===== src/flash_ctl_defs.svh =====
`ifndef FLASH_CTL_DEFS_SVH
`define FLASH_CTL_DEFS_SVH
// command codes written to the device
`define CMD_READ_ARRAY   8'hff
`define CMD_READ_STATUS  8'h70
`define CMD_CLEAR_FLAGS  8'h50
`define CMD_ERASE_SETUP  8'h20
`define CMD_ERASE_GO     8'hd0
`define CMD_PROG_SETUP   8'h40
// device status bit positions
`define SB_READY         7
`define SB_ERASE_FAIL    5
`define SB_PROG_FAIL     4
`define SB_SUPPLY        3
// controller register offsets
`define REG_CTRL         4'h0
`define REG_ADDR         4'h1
`define REG_DATA         4'h2
`define REG_STATUS       4'h3
`define REG_IRQ_STAT     4'h4
`define REG_IRQ_MASK     4'h5
`define REG_RDATA        4'h6
// control opcodes
`define OP_READ          3'h1
`define OP_PROG          3'h2
`define OP_ERASE         3'h3
`define OP_CLEAR         3'h4
`define OP_ARRAY         3'h5
// irq bit positions
`define IRQ_DONE         0
`define IRQ_ERROR        1
`define IRQ_REFUSED      2
// bus timing in ns and derived cycles at 8 ns
`define CLK_NS           8
`define T_WP_NS          50
`define T_WPH_NS         30
`define T_ACC_NS         100
`define T_RS_NS          220
`define WP_CYC   ((`T_WP_NS + `CLK_NS - 1) / `CLK_NS)
`define WPH_CYC  ((`T_WPH_NS + `CLK_NS - 1) / `CLK_NS)
`define ACC_CYC  ((`T_ACC_NS + `CLK_NS - 1) / `CLK_NS)
`define RS_CYC   ((`T_RS_NS + `CLK_NS - 1) / `CLK_NS)
`endif


===== src/flash_ctl_pkg.sv =====
package flash_ctl_pkg;
  typedef enum logic [2:0] {
    err_none     = 3'h0,
    err_supply   = 3'h1,
    err_program  = 3'h2,
    err_prog_sup = 3'h3,
    err_erase    = 3'h4,
    err_eras_sup = 3'h5,
    err_sequence = 3'h6,
    err_seq_sup  = 3'h7
  } err_code_e;
  typedef enum logic [3:0] {
    st_idle   = 4'h0,
    st_wlow   = 4'h1,
    st_whigh  = 4'h3,
    st_rlow   = 4'h2,
    st_rdone  = 4'h6,
    st_next   = 4'h7,
    st_recov  = 4'h5,
    st_poll   = 4'h4
  } bus_state_e;
  typedef logic [7:0] byte_t;
endpackage


===== src/flash_err_decode.sv =====
`timescale 1ns/100ps
`include "flash_ctl_defs.svh"
module flash_err_decode (
  input  wire logic                    clk,       // clock
  input  wire logic                    reset,     // async reset
  input  wire flash_ctl_pkg::byte_t    status,    // device status byte
  output flash_ctl_pkg::err_code_e     err_code,  // registered decode
  output logic                         inhibit    // supply flag seen
);
  import flash_ctl_pkg::*;
  err_code_e next_err_code;
  logic      next_inhibit;

  always_comb begin
    next_err_code = err_code_e'({status[`SB_ERASE_FAIL],
                                 status[`SB_PROG_FAIL],
                                 status[`SB_SUPPLY]});
    next_inhibit  = status[`SB_SUPPLY];
  end

  always_ff @(posedge clk or posedge reset) begin
    if (reset) begin
      err_code <= err_none;
      inhibit  <= 1'b0;
    end else begin
      err_code <= next_err_code;
      inhibit  <= next_inhibit;
    end
  end
endmodule


===== src/flash_host_ctl.sv =====
// The plain strobed port and the placing of the registers were decided locally.
`timescale 1ns/100ps
`include "flash_ctl_defs.svh"
// Operation
// - device stays in status mode after operation; host writes ffh to leave
// - host may program many bytes before checking; clear before retry
// - host may erase several blocks back to back
// - host holds reset or strobes high during power-up
// - bit seven is ready; host waits for ready before trusting flags
module flash_host_ctl (
  input  wire logic        clk,        // 125 mhz clock
  input  wire logic        reset,      // async reset, active high
  input  wire logic [3:0]  reg_addr,   // register address
  input  wire logic [31:0] reg_wdata,  // register write data
  input  wire logic        reg_wr,     // write strobe
  input  wire logic        reg_rd,     // read strobe
  output logic [31:0]      reg_rdata,  // read data, cycle after strobe
  output logic             irq,        // level interrupt
  output logic [16:0]      fl_addr,    // flash address
  output logic [7:0]       fl_dq_out,  // flash data out
  output logic             fl_dq_oe,   // flash data drive enable
  input  wire logic [7:0]  fl_dq_in,   // flash data in
  output logic             fl_ce_n,    // chip select, low active
  output logic             fl_oe_n,    // output enable, low active
  output logic             fl_we_n,    // write strobe, low active
  output logic             fl_rst_n    // device reset, low active
);
  import flash_ctl_pkg::*;
  ////////////////////////////////////////////////////////////////////////////
  // pin input sync: three flops, change accepted when second and third agree
  byte_t dq_s1, dq_s2, dq_s3, dq_q;
  byte_t next_dq_q;
  always_comb begin
    next_dq_q = (dq_s2 == dq_s3) ? dq_s3 : dq_q;
  end
  always_ff @(posedge clk or posedge reset) begin
    if (reset) begin
      dq_s1 <= 8'h00;
      dq_s2 <= 8'h00;
      dq_s3 <= 8'h00;
      dq_q  <= 8'h00;
    end else begin
      dq_s1 <= fl_dq_in;
      dq_s2 <= dq_s1;
      dq_s3 <= dq_s2;
      dq_q  <= next_dq_q;
    end
  end
  ////////////////////////////////////////////////////////////////////////////
  err_code_e err_code;
  logic      inhibit;
  byte_t     status_q;
  flash_err_decode u_decode (
    .clk      (clk),
    .reset    (reset),
    .status   (status_q),
    .err_code (err_code),
    .inhibit  (inhibit)
  );
  function automatic logic [7:0] cyc8(input int n);
    cyc8 = 8'(n);
  endfunction
  ////////////////////////////////////////////////////////////////////////////
  // sequencer state
  bus_state_e state, next_state;
  logic [7:0]  cnt, next_cnt;
  logic [2:0]  op, next_op;
  logic [1:0]  step, next_step;
  logic        busy, next_busy;
  logic        status_mode, next_status_mode;
  logic [16:0] addr_r, next_addr_r;
  byte_t       data_r, next_data_r;
  byte_t       rdata_r, next_rdata_r;
  byte_t       next_status_q;
  logic [2:0]  irq_stat, next_irq_stat;
  logic [2:0]  irq_mask, next_irq_mask;
  logic [16:0] next_fl_addr;
  byte_t       next_fl_dq_out;
  logic        next_fl_dq_oe, next_fl_ce_n, next_fl_oe_n, next_fl_we_n;
  logic        next_fl_rst_n;
  logic [31:0] next_reg_rdata;
  logic        next_irq;
  logic [2:0]  ev;
  logic        start;
  logic [2:0]  req_op;
  byte_t       cmd;
  always_comb begin
    next_state       = state;
    next_cnt         = (cnt != 8'h00) ? cnt - 8'h01 : 8'h00;
    next_op          = op;
    next_step        = step;
    next_busy        = busy;
    next_status_mode = status_mode;
    next_addr_r      = addr_r;
    next_data_r      = data_r;
    next_rdata_r     = rdata_r;
    next_status_q    = status_q;
    next_irq_mask    = irq_mask;
    next_fl_addr     = fl_addr;
    next_fl_dq_out   = fl_dq_out;
    next_fl_dq_oe    = fl_dq_oe;
    next_fl_ce_n     = fl_ce_n;
    next_fl_oe_n     = fl_oe_n;
    next_fl_we_n     = fl_we_n;
    next_fl_rst_n    = 1'b1;
    next_reg_rdata   = 32'h0;
    ev               = 3'h0;
    start            = 1'b0;
    req_op           = reg_wdata[2:0];
    cmd              = `CMD_READ_ARRAY;
    // bus writes to controller registers
    if (reg_wr) begin
      case (reg_addr)
        `REG_CTRL: begin
          if (!busy) begin
            // refuse program or erase while supply flag stands
            if ((req_op == `OP_PROG || req_op == `OP_ERASE) && inhibit) begin
              ev[`IRQ_REFUSED] = 1'b1;
            end else if (req_op >= `OP_READ && req_op <= `OP_ARRAY) begin
              start = 1'b1;
            end
          end else begin
            ev[`IRQ_REFUSED] = 1'b1;
          end
        end
        `REG_ADDR:     next_addr_r   = reg_wdata[16:0];
        `REG_DATA:     next_data_r   = reg_wdata[7:0];
        `REG_IRQ_MASK: next_irq_mask = reg_wdata[2:0];
        default: ;
      endcase
    end

    if (start) begin
      next_op   = req_op;
      next_step = 2'h0;
      next_busy = 1'b1;
      next_state = st_next;
    end
    // command byte for the current step
    case (op)
      `OP_PROG:  cmd = (step == 2'h0) ? `CMD_PROG_SETUP : data_r;
      `OP_ERASE: cmd = (step == 2'h0) ? `CMD_ERASE_SETUP : `CMD_ERASE_GO;
      `OP_CLEAR: cmd = `CMD_CLEAR_FLAGS;
      `OP_ARRAY: cmd = `CMD_READ_ARRAY;
      default:   cmd = `CMD_READ_ARRAY;
    endcase
    case (state)
      st_idle: begin
        // deselect between accesses so array mode drops to standby
        next_fl_ce_n  = 1'b1;
        next_fl_oe_n  = 1'b1;
        next_fl_we_n  = 1'b1;
        next_fl_dq_oe = 1'b0;
      end
      st_next: begin
        if (op == `OP_READ && step == 2'h0 && !status_mode) begin
          next_state   = st_rlow;
          next_fl_addr = addr_r;
          next_fl_ce_n = 1'b0;
          next_fl_oe_n = 1'b0;
          next_cnt     = cyc8(`ACC_CYC + 3);
        end else if (op == `OP_READ && step == 2'h0) begin
          // leave status mode before array data can be read
          next_state     = st_wlow;
          next_fl_dq_out = `CMD_READ_ARRAY;
          next_fl_dq_oe  = 1'b1;
          next_fl_ce_n   = 1'b0;
          next_fl_we_n   = 1'b0;
          next_status_mode = 1'b0;
          next_cnt       = cyc8(`WP_CYC);
        end else begin
          next_state     = st_wlow;
          next_fl_addr   = addr_r;
          next_fl_dq_out = cmd;
          next_fl_dq_oe  = 1'b1;
          next_fl_ce_n   = 1'b0;
          next_fl_we_n   = 1'b0;
          next_cnt       = cyc8(`WP_CYC);
        end
      end
      st_wlow: begin
        if (cnt == 8'h00) begin
          next_fl_we_n = 1'b1;
          next_state   = st_whigh;
          next_cnt     = cyc8(`WPH_CYC);
        end
      end
      st_whigh: begin
        if (cnt == 8'h00) begin
          next_fl_dq_oe = 1'b0;
          next_fl_ce_n  = 1'b1;
          if ((op == `OP_PROG || op == `OP_ERASE) && step == 2'h0) begin
            next_step  = 2'h1; // second write follows back to back
            next_state = st_next;
          end else if (op == `OP_PROG || op == `OP_ERASE) begin
            next_status_mode = 1'b1;
            next_state = st_poll;
            next_cnt   = cyc8(`ACC_CYC + 3);
            next_fl_ce_n = 1'b0;
            next_fl_oe_n = 1'b0;
          end else if (op == `OP_READ) begin
            next_state = st_next;
            next_step  = 2'h0;
          end else begin
            if (op == `OP_CLEAR) next_status_q = 8'h80;
            if (op == `OP_ARRAY) next_status_mode = 1'b0;
            next_state = st_recov;
          end
        end
      end
      st_poll: begin
        // reads return status while the engine runs; ce stays low
        if (cnt == 8'h00) begin
          next_fl_oe_n = 1'b1;
          next_state   = st_rdone;
          next_cnt     = cyc8(`WPH_CYC);
          // flags trusted only once ready reads one
          if (dq_q[`SB_READY]) begin
            next_status_q = dq_q; // device keeps them latched
            next_state    = st_recov;
            next_fl_ce_n  = 1'b1;
          end
        end
      end
      st_rdone: begin
        if (cnt == 8'h00) begin
          next_fl_oe_n = 1'b0;
          next_state   = st_poll;
          next_cnt     = cyc8(`ACC_CYC + 3);
        end
      end
      st_rlow: begin
        if (cnt == 8'h00) begin
          next_rdata_r = dq_q;
          next_fl_ce_n = 1'b1;
          next_fl_oe_n = 1'b1;
          next_state   = st_recov;
        end
      end
      st_recov: begin
        next_busy  = 1'b0;
        next_state = st_idle;
        ev[`IRQ_DONE] = 1'b1;
        // any flag after a program or erase means the operation failed
        if ((op == `OP_PROG || op == `OP_ERASE) &&
            (next_status_q[`SB_ERASE_FAIL] || next_status_q[`SB_PROG_FAIL] ||
             next_status_q[`SB_SUPPLY])) begin
          ev[`IRQ_ERROR] = 1'b1;
        end
      end
      default: next_state = st_idle;
    endcase
    // set wins over clear
    next_irq_stat = irq_stat;
    if (reg_wr && reg_addr == `REG_IRQ_STAT) begin
      next_irq_stat = irq_stat & ~reg_wdata[2:0];
    end
    next_irq_stat = next_irq_stat | ev;
    next_irq = |(next_irq_stat & next_irq_mask);
    if (reg_rd) begin
      case (reg_addr)
        `REG_CTRL:     next_reg_rdata = {29'h0, op};
        `REG_ADDR:     next_reg_rdata = {15'h0, addr_r};
        `REG_DATA:     next_reg_rdata = {24'h0, data_r};
        `REG_STATUS:   next_reg_rdata = {18'h0, err_code, inhibit,
                                         status_mode, busy, status_q};
        `REG_IRQ_STAT: next_reg_rdata = {29'h0, irq_stat};
        `REG_IRQ_MASK: next_reg_rdata = {29'h0, irq_mask};
        `REG_RDATA:    next_reg_rdata = {24'h0, rdata_r};
        default:       next_reg_rdata = 32'h0;
      endcase
    end
  end

  ////////////////////////////////////////////////////////////////////////////
  always_ff @(posedge clk or posedge reset) begin
    if (reset) begin
      state       <= st_idle;
      cnt         <= 8'h00;
      op          <= 3'h0;
      step        <= 2'h0;
      busy        <= 1'b0;
      status_mode <= 1'b0;
      addr_r      <= 17'h0;
      data_r      <= 8'h00;
      rdata_r     <= 8'h00;
      status_q    <= 8'h00;
      irq_stat    <= 3'h0;
      irq_mask    <= 3'h0;
      irq         <= 1'b0;
      reg_rdata   <= 32'h0;
      fl_addr     <= 17'h0;
      fl_dq_out   <= 8'h00;
      fl_dq_oe    <= 1'b0;
      fl_ce_n     <= 1'b1;
      fl_oe_n     <= 1'b1;
      fl_we_n     <= 1'b1;
      fl_rst_n    <= 1'b0;
    end else begin
      state       <= next_state;
      cnt         <= next_cnt;
      op          <= next_op;
      step        <= next_step;
      busy        <= next_busy;
      status_mode <= next_status_mode;
      addr_r      <= next_addr_r;
      data_r      <= next_data_r;
      rdata_r     <= next_rdata_r;
      status_q    <= next_status_q;
      irq_stat    <= next_irq_stat;
      irq_mask    <= next_irq_mask;
      irq         <= next_irq;
      reg_rdata   <= next_reg_rdata;
      fl_addr     <= next_fl_addr;
      fl_dq_out   <= next_fl_dq_out;
      fl_dq_oe    <= next_fl_dq_oe;
      fl_ce_n     <= next_fl_ce_n;
      fl_oe_n     <= next_fl_oe_n;
      fl_we_n     <= next_fl_we_n;
      fl_rst_n    <= next_fl_rst_n;
    end
  end
endmodule


===== config.mk =====
export PLATFORM = sky130hd
export DESIGN_NAME = flash_host_ctl
export DESIGN_NICKNAME = d
export VERILOG_FILES = /design/src/flash_ctl_pkg.sv /design/src/flash_err_decode.sv /design/src/flash_host_ctl.sv
export VERILOG_INCLUDE_DIRS = /design/src
export SDC_FILE = /design/constraint.sdc
export NUM_CORES = 1
export LEC_CHECK = 0
export BUFFER_PORTS_ARGS = -buffer_cell sky130_fd_sc_hd__buf_4
export CAP_MARGIN = 15
export CORE_MARGIN = 4
export CORE_UTILIZATION = 25
export CTS_BUF_LIST = sky130_fd_sc_hd__clkbuf_4
export CTS_CLUSTER_SIZE = 40
export DETAILED_ROUTE_END_ITERATION = 12
export GPL_TIMING_DRIVEN = 0
export PLACE_DENSITY = 0.39
export SETUP_SLACK_MARGIN = 0.05
export SKIP_LAST_GASP = 1
export SLEW_MARGIN = 20
export SYNTH_ARGS = -nofsm -noshare
export SYNTH_HDL_FRONTEND = slang
export SYNTH_HIERARCHICAL = 1
export SYNTH_SLANG_ARGS = --single-unit

===== constraint.sdc =====
create_clock -name clk -period 5.95 [get_ports clk]
set_input_delay 1.785 -clock clk [delete_from_list [all_inputs] [get_ports clk]]
set_output_delay 1.785 -clock clk [all_outputs]
set_load 0.05 [all_outputs]

Word-level counts from Yosys, hierarchy flattened --
Index checks and enable logic that the tools add are counted.
Word-level totals: output and inout port bits 63, bits of input ports 48, register bits after elaboration 165, word-level logic and storage cells 195
Cells by class: reductions and logical operators 38, muxes and demuxes 83, order comparisons 2, $add $sub $neg 1, eq/ne operators 39, bitwise gates (word level) 5
Operators with widths (number):
- 8-bit 2-to-1 mux | 16
- 17-bit one-hot mux with 7 select lines | 1
- 17-bit 2-to-1 mux | 3
- 1-bit 2-to-1 mux | 32
- 8-bit one-hot mux with 4 select lines | 1
- 4-bit by 3-bit equality test with 1-bit output, second input constant | 7
- 2-bit != test, second input constant | 14
- 4-bit one-hot mux with 7 select lines | 1
- 2-bit 2-to-1 mux | 12
- 4-bit 2-to-1 mux | 6
- 8-bit one-hot mux with 3 select lines | 1
- 4-bit by 2-bit equality test with 1-bit output, second input constant | 4
- 8-bit one-hot mux with 2 select lines | 1
- 7-bit AND reduction | 2
- 3-bit by 2-bit equality test with 1-bit output, second input constant | 4
- 1-bit one-hot mux with 5 select lines | 2
- 2-bit AND reduction | 5
- 5-bit nonzero test | 2
- 3-bit 2-to-1 mux | 3
- 4-bit by 1-bit equality test with 1-bit output, second input constant | 2
- 8-bit equality test | 1
- 4-bit zero test | 2
- 8-bit zero test | 1
- 8-bit AND reduction | 1
- 25 further kinds | 44

Longest topological paths before layout --
depth in word-level cells 13, gate-level depth with buffers 8, depth with buffers taken out 7

Cells and area by module --
The synthesis kept the hierarchy.
By module, submodules not included:
- flash_host_ctl | cells each 507, instances 1, area an instance 6236.0 µm², seq. area each 3657.3 µm²
- flash_err_decode | cells each 5, instances 1, area an instance 86.3 µm², seq. area each 75.1 µm²

Worst setup path after synthesis --
Ideal clock, no wire load.
path kind input port to flip-flop, from in reg_addr[0], to reg op[0], library setup time 127 ps, setup slack 2382 ps, path buffers 2, data arrival time 3440 ps, data required time 5823 ps, stages on the path 6, cells stage by stage buf_6 or4b_4 a2111oi_2 and2_1 buf_4 mux2_1
On the way: cells in the longest elaborated chain, start to end 3
Ends and longest elaborated chain:
- from (decl) | RTL line flash_host_ctl.sv:13 | input wire logic [3:0] reg_addr,
- 4-bit zero test | RTL line flash_host_ctl.sv:113 | case (reg_addr)
- 1-bit 2-to-1 mux | RTL line flash_host_ctl.sv:113
- 1-bit 2-to-1 mux | RTL line flash_host_ctl.sv:112 | if (reg_wr) begin
- to (signal assigned) | RTL line flash_host_ctl.sv:302 | op <= next_op;
- to (decl) | RTL line flash_host_ctl.sv:67 | logic [2:0] op, next_op;
No other way between the ends. A chain may end at the register's enable or synchronous reset.

Worst setup path in the final report --
from in reg_addr[2], to reg addr_r[7]
On the way: cells in the longest elaborated chain, start to end 2
Ends and longest elaborated chain:
- 4-bit by 1-bit equality test with 1-bit output | RTL line flash_host_ctl.sv:113
- 2-bit AND reduction (no source line)
- to (signal assigned) | RTL line flash_host_ctl.sv:306 | addr_r <= next_addr_r;
- to (decl) | RTL line flash_host_ctl.sv:71 | logic [16:0] addr_r, next_addr_r;
No other way between the ends.

==> impl_metrics.ini <==
[run_status]
status = complete, no violations

[clock_network]
cts_tree = built
htreeDepth = 4
clk_pin_slew_ns = 0.14
holdBufCountCts = 0
post_cts_buffers = 0
cts-root-buf = clkbuf_4
clk_latency_ns = 0.55
cts_buffers = 17
cts_resized = 0
cts.sinks = 149
cts_buffer_depth = 2

[worst_setup_path]
critical_path_class = in2reg
r2r-start = state[1]
cp_max_fo = 10
reg2reg_depth = 5
end_kind = flop
r2r-end = fl_addr[9]
cp.arrival_ns = 3.83
crit_end = addr_r[7]
cp.required_ns = 6.40
critPathLaunchType = input port
critPathLaunch = reg_addr[2]
rrSetupSlack_ns = 3.29

[detailed_routing]
drcViolationCount = 0
dr.first_iter.drc_count = 291
firstDrtPassIters = 5
drt_wl_total_microns = 16000
viasPerCell = 4.52
wl_per_cell_microns = 16.7
ant_nets = 0
vias = 4354

[place]
gp_congestion = 0.759
placed_area_sq_um = 7400
dpl.hpwl_microns = 11800
portBuffers = 77
dp.cells = 929

[logic_synthesis]
async_reset_ff_share_pct = 100
ys_top_cells_by_area = dfrtp_1 58%, mux2_2 11%, nor2_1 2.1%
yosys-top-cells-count = 146 x dfrtp_1, 60 x mux2_2, 36 x nor2_1
ys.flop_type = dfrtp_1
synth.distinct_cells = 68
yosys.area.top_type_share_pct = 57.8
yosys_register_bits = 149
synth.cell_area_sq_um = 6320
netlist.top_cell.by_area = dfrtp_1
ys_warn_count = 6
syn_avg_cell_area_sq_um = 12.3
syn_inst = 512
yosysMostFrequentCell = dfrtp_1
yosysSeqAreaShare_pct = 59.0
synth-edff-count = 0

[job]
drv_cap = 0

[timing]
skew_ns = 0.0215
report.final.slew_viol_count = 0
timing.final.hold_violations = 0
slew_headroom_pct = 43.1
fin_crit_sh_pct = 57.0
period_needed_ns = 3.39
fmax_ghz = 0.295
rsz0062_at_grt = false
worstMarginPinSlew_ns = 0.851
setup_viol = 0

[grt]
grt_pass1_wl_microns = 26100
gr-total-overflow = 0
antenna_found_initial = 2
grt_max_degree = 88
grt.total_usage_pct = 11.9
first_global_vias = 4435

[layout]
instances_no_fill = 963
fin_nets = 674
final_cell_area_sq_um = 7700
drive_gt1_share_pct = 33.6
layout-area-overhead-vs-synth_pct = 21.7

[min_path]
hold_class = reg2reg

[floorplanning]
rows = 57
ios = 111
core_sq_um = 24600
fp.dieH_microns = 167
start_util_pct = 25.7
die_w_microns = 167
dieArea_sq_um = 27900

[power_and_ir_drop]
leakage_nw = 3.59
power.density_nw_per_um2 = 292
total_power_w = 0.00225
peakVddDrop_uv = 86.1
-- final cells by class --
class                   count  area (sq um)
plain buffers              37           216
flip-flops and latches    149          3730
well taps                 324           405
diodes                      2          5.00
inverters                   9          41.3
multi-input cells         332          2400
clock buffers              17           128
fillers                  2561         16900
clock inverters            15           166
repair buffers             78           606
-- per-stage QoR --
step	hold WS (ns)	utilization (%)	setup TNS, ns	worst slack [ns]
after floorplan	0.331	-	0	0.247
after global placement	0.332	29.9	-222.28	-1.56
after detailed placement	0.335	30.1	0	2.00
after CTS	0.369	31.3	0	2.62
after global routing	0.375	31.3	0	2.45
final	0.365	31.3	0	2.56
-- worst min path at each step --
| stage | start | to | slack (ns) | depth (start not counted) |
|---|---|---|---|---|
| 2_1_floorplan | dq_s1[0] | dq_s2[0] | 0.33 | 0 |
| 5_1_grt | dq_s1[4] | dq_s2[4] | 0.38 | 0 |
| 3_5_place_dp | dq_s1[0] | dq_s2[0] | 0.33 | 0 |
| 6_report | dq_s1[0] | dq_s2[0] | 0.37 | 0 |
| 4_1_cts | dq_s1[0] | dq_s2[0] | 0.37 | 0 |
| 3_3_place_gp | dq_s1[5] | dq_s2[5] | 0.33 | 0 |
-- power by group --
part / internal (W) / switching [W]
logic: 0.000160 / 0.000219
clock network: 0.000229 / 0.000428
registers: 0.00112 / 0.0000953
total: 0.00150 / 0.000742
-- layer usage --
metal / wire length (microns) / GRT usage (%) / vias to the layer above / part of all wire [%]
li1: - / - / 2066 / -
met1: 7570 / 16.2 / 2155 / 47
met2: 7410 / 18.3 / 114 / 46
met3: 851 / 3.72 / 17 / 5.3
met4: 212 / 3.13 / 2 / 1.3
met5: 10 / 0 / - / 0.062
-- kinds of logic (layout without fill, tap and decap cells) --
family	after synthesis	after routing	synth area share, %
flip-flops	149	149	59.0
AND/OR/NAND/NOR	126	126	10.8
AO/OA/AOI/OAI	108	108	12.0
multiplexers	66	66	11.9
buffers and inverters	46	156	3.96
XOR/XNOR	13	13	1.80
adder cells (fa/ha/maj)	2	2	0.396
other	2	19	0.119
-- flip-flops by register name (all words and copies together) (netlist names), 8 cells and up --
signal / cells
data_r: 8
status_q: 8
rdata_r: 8
dq_q: 8
fl_addr: 17
reg_rdata: 17
addr_r: 17
cnt: 8
dq_s3: 8
dq_s2: 8
fl_dq_out: 8
dq_s1: 8
-- layout by cell type, fill, tap and decap left out, drive strengths merged, types with 6 or more instances in the layout --
cell type / n
a21oi: 23
a22o: 13
a22oi: 11
buf: 102
clkbuf: 30
clkinv: 6
conb: 17
dfrtp: 146
inv: 17
mux2: 63
nand2: 25
nand3: 10
nor2: 36
nor2b: 9
nor3: 10
o21ai: 22
xor2: 9
-- worst max-delay path, cell delays in order --
cell,delay [ns]
clkbuf_1,0.19
nor4b_2,0.76
nand2_2,0.36
clkbuf_1,0.37
mux2_2,0.36
No activity file was read; power rests on OpenSTA's default activity.
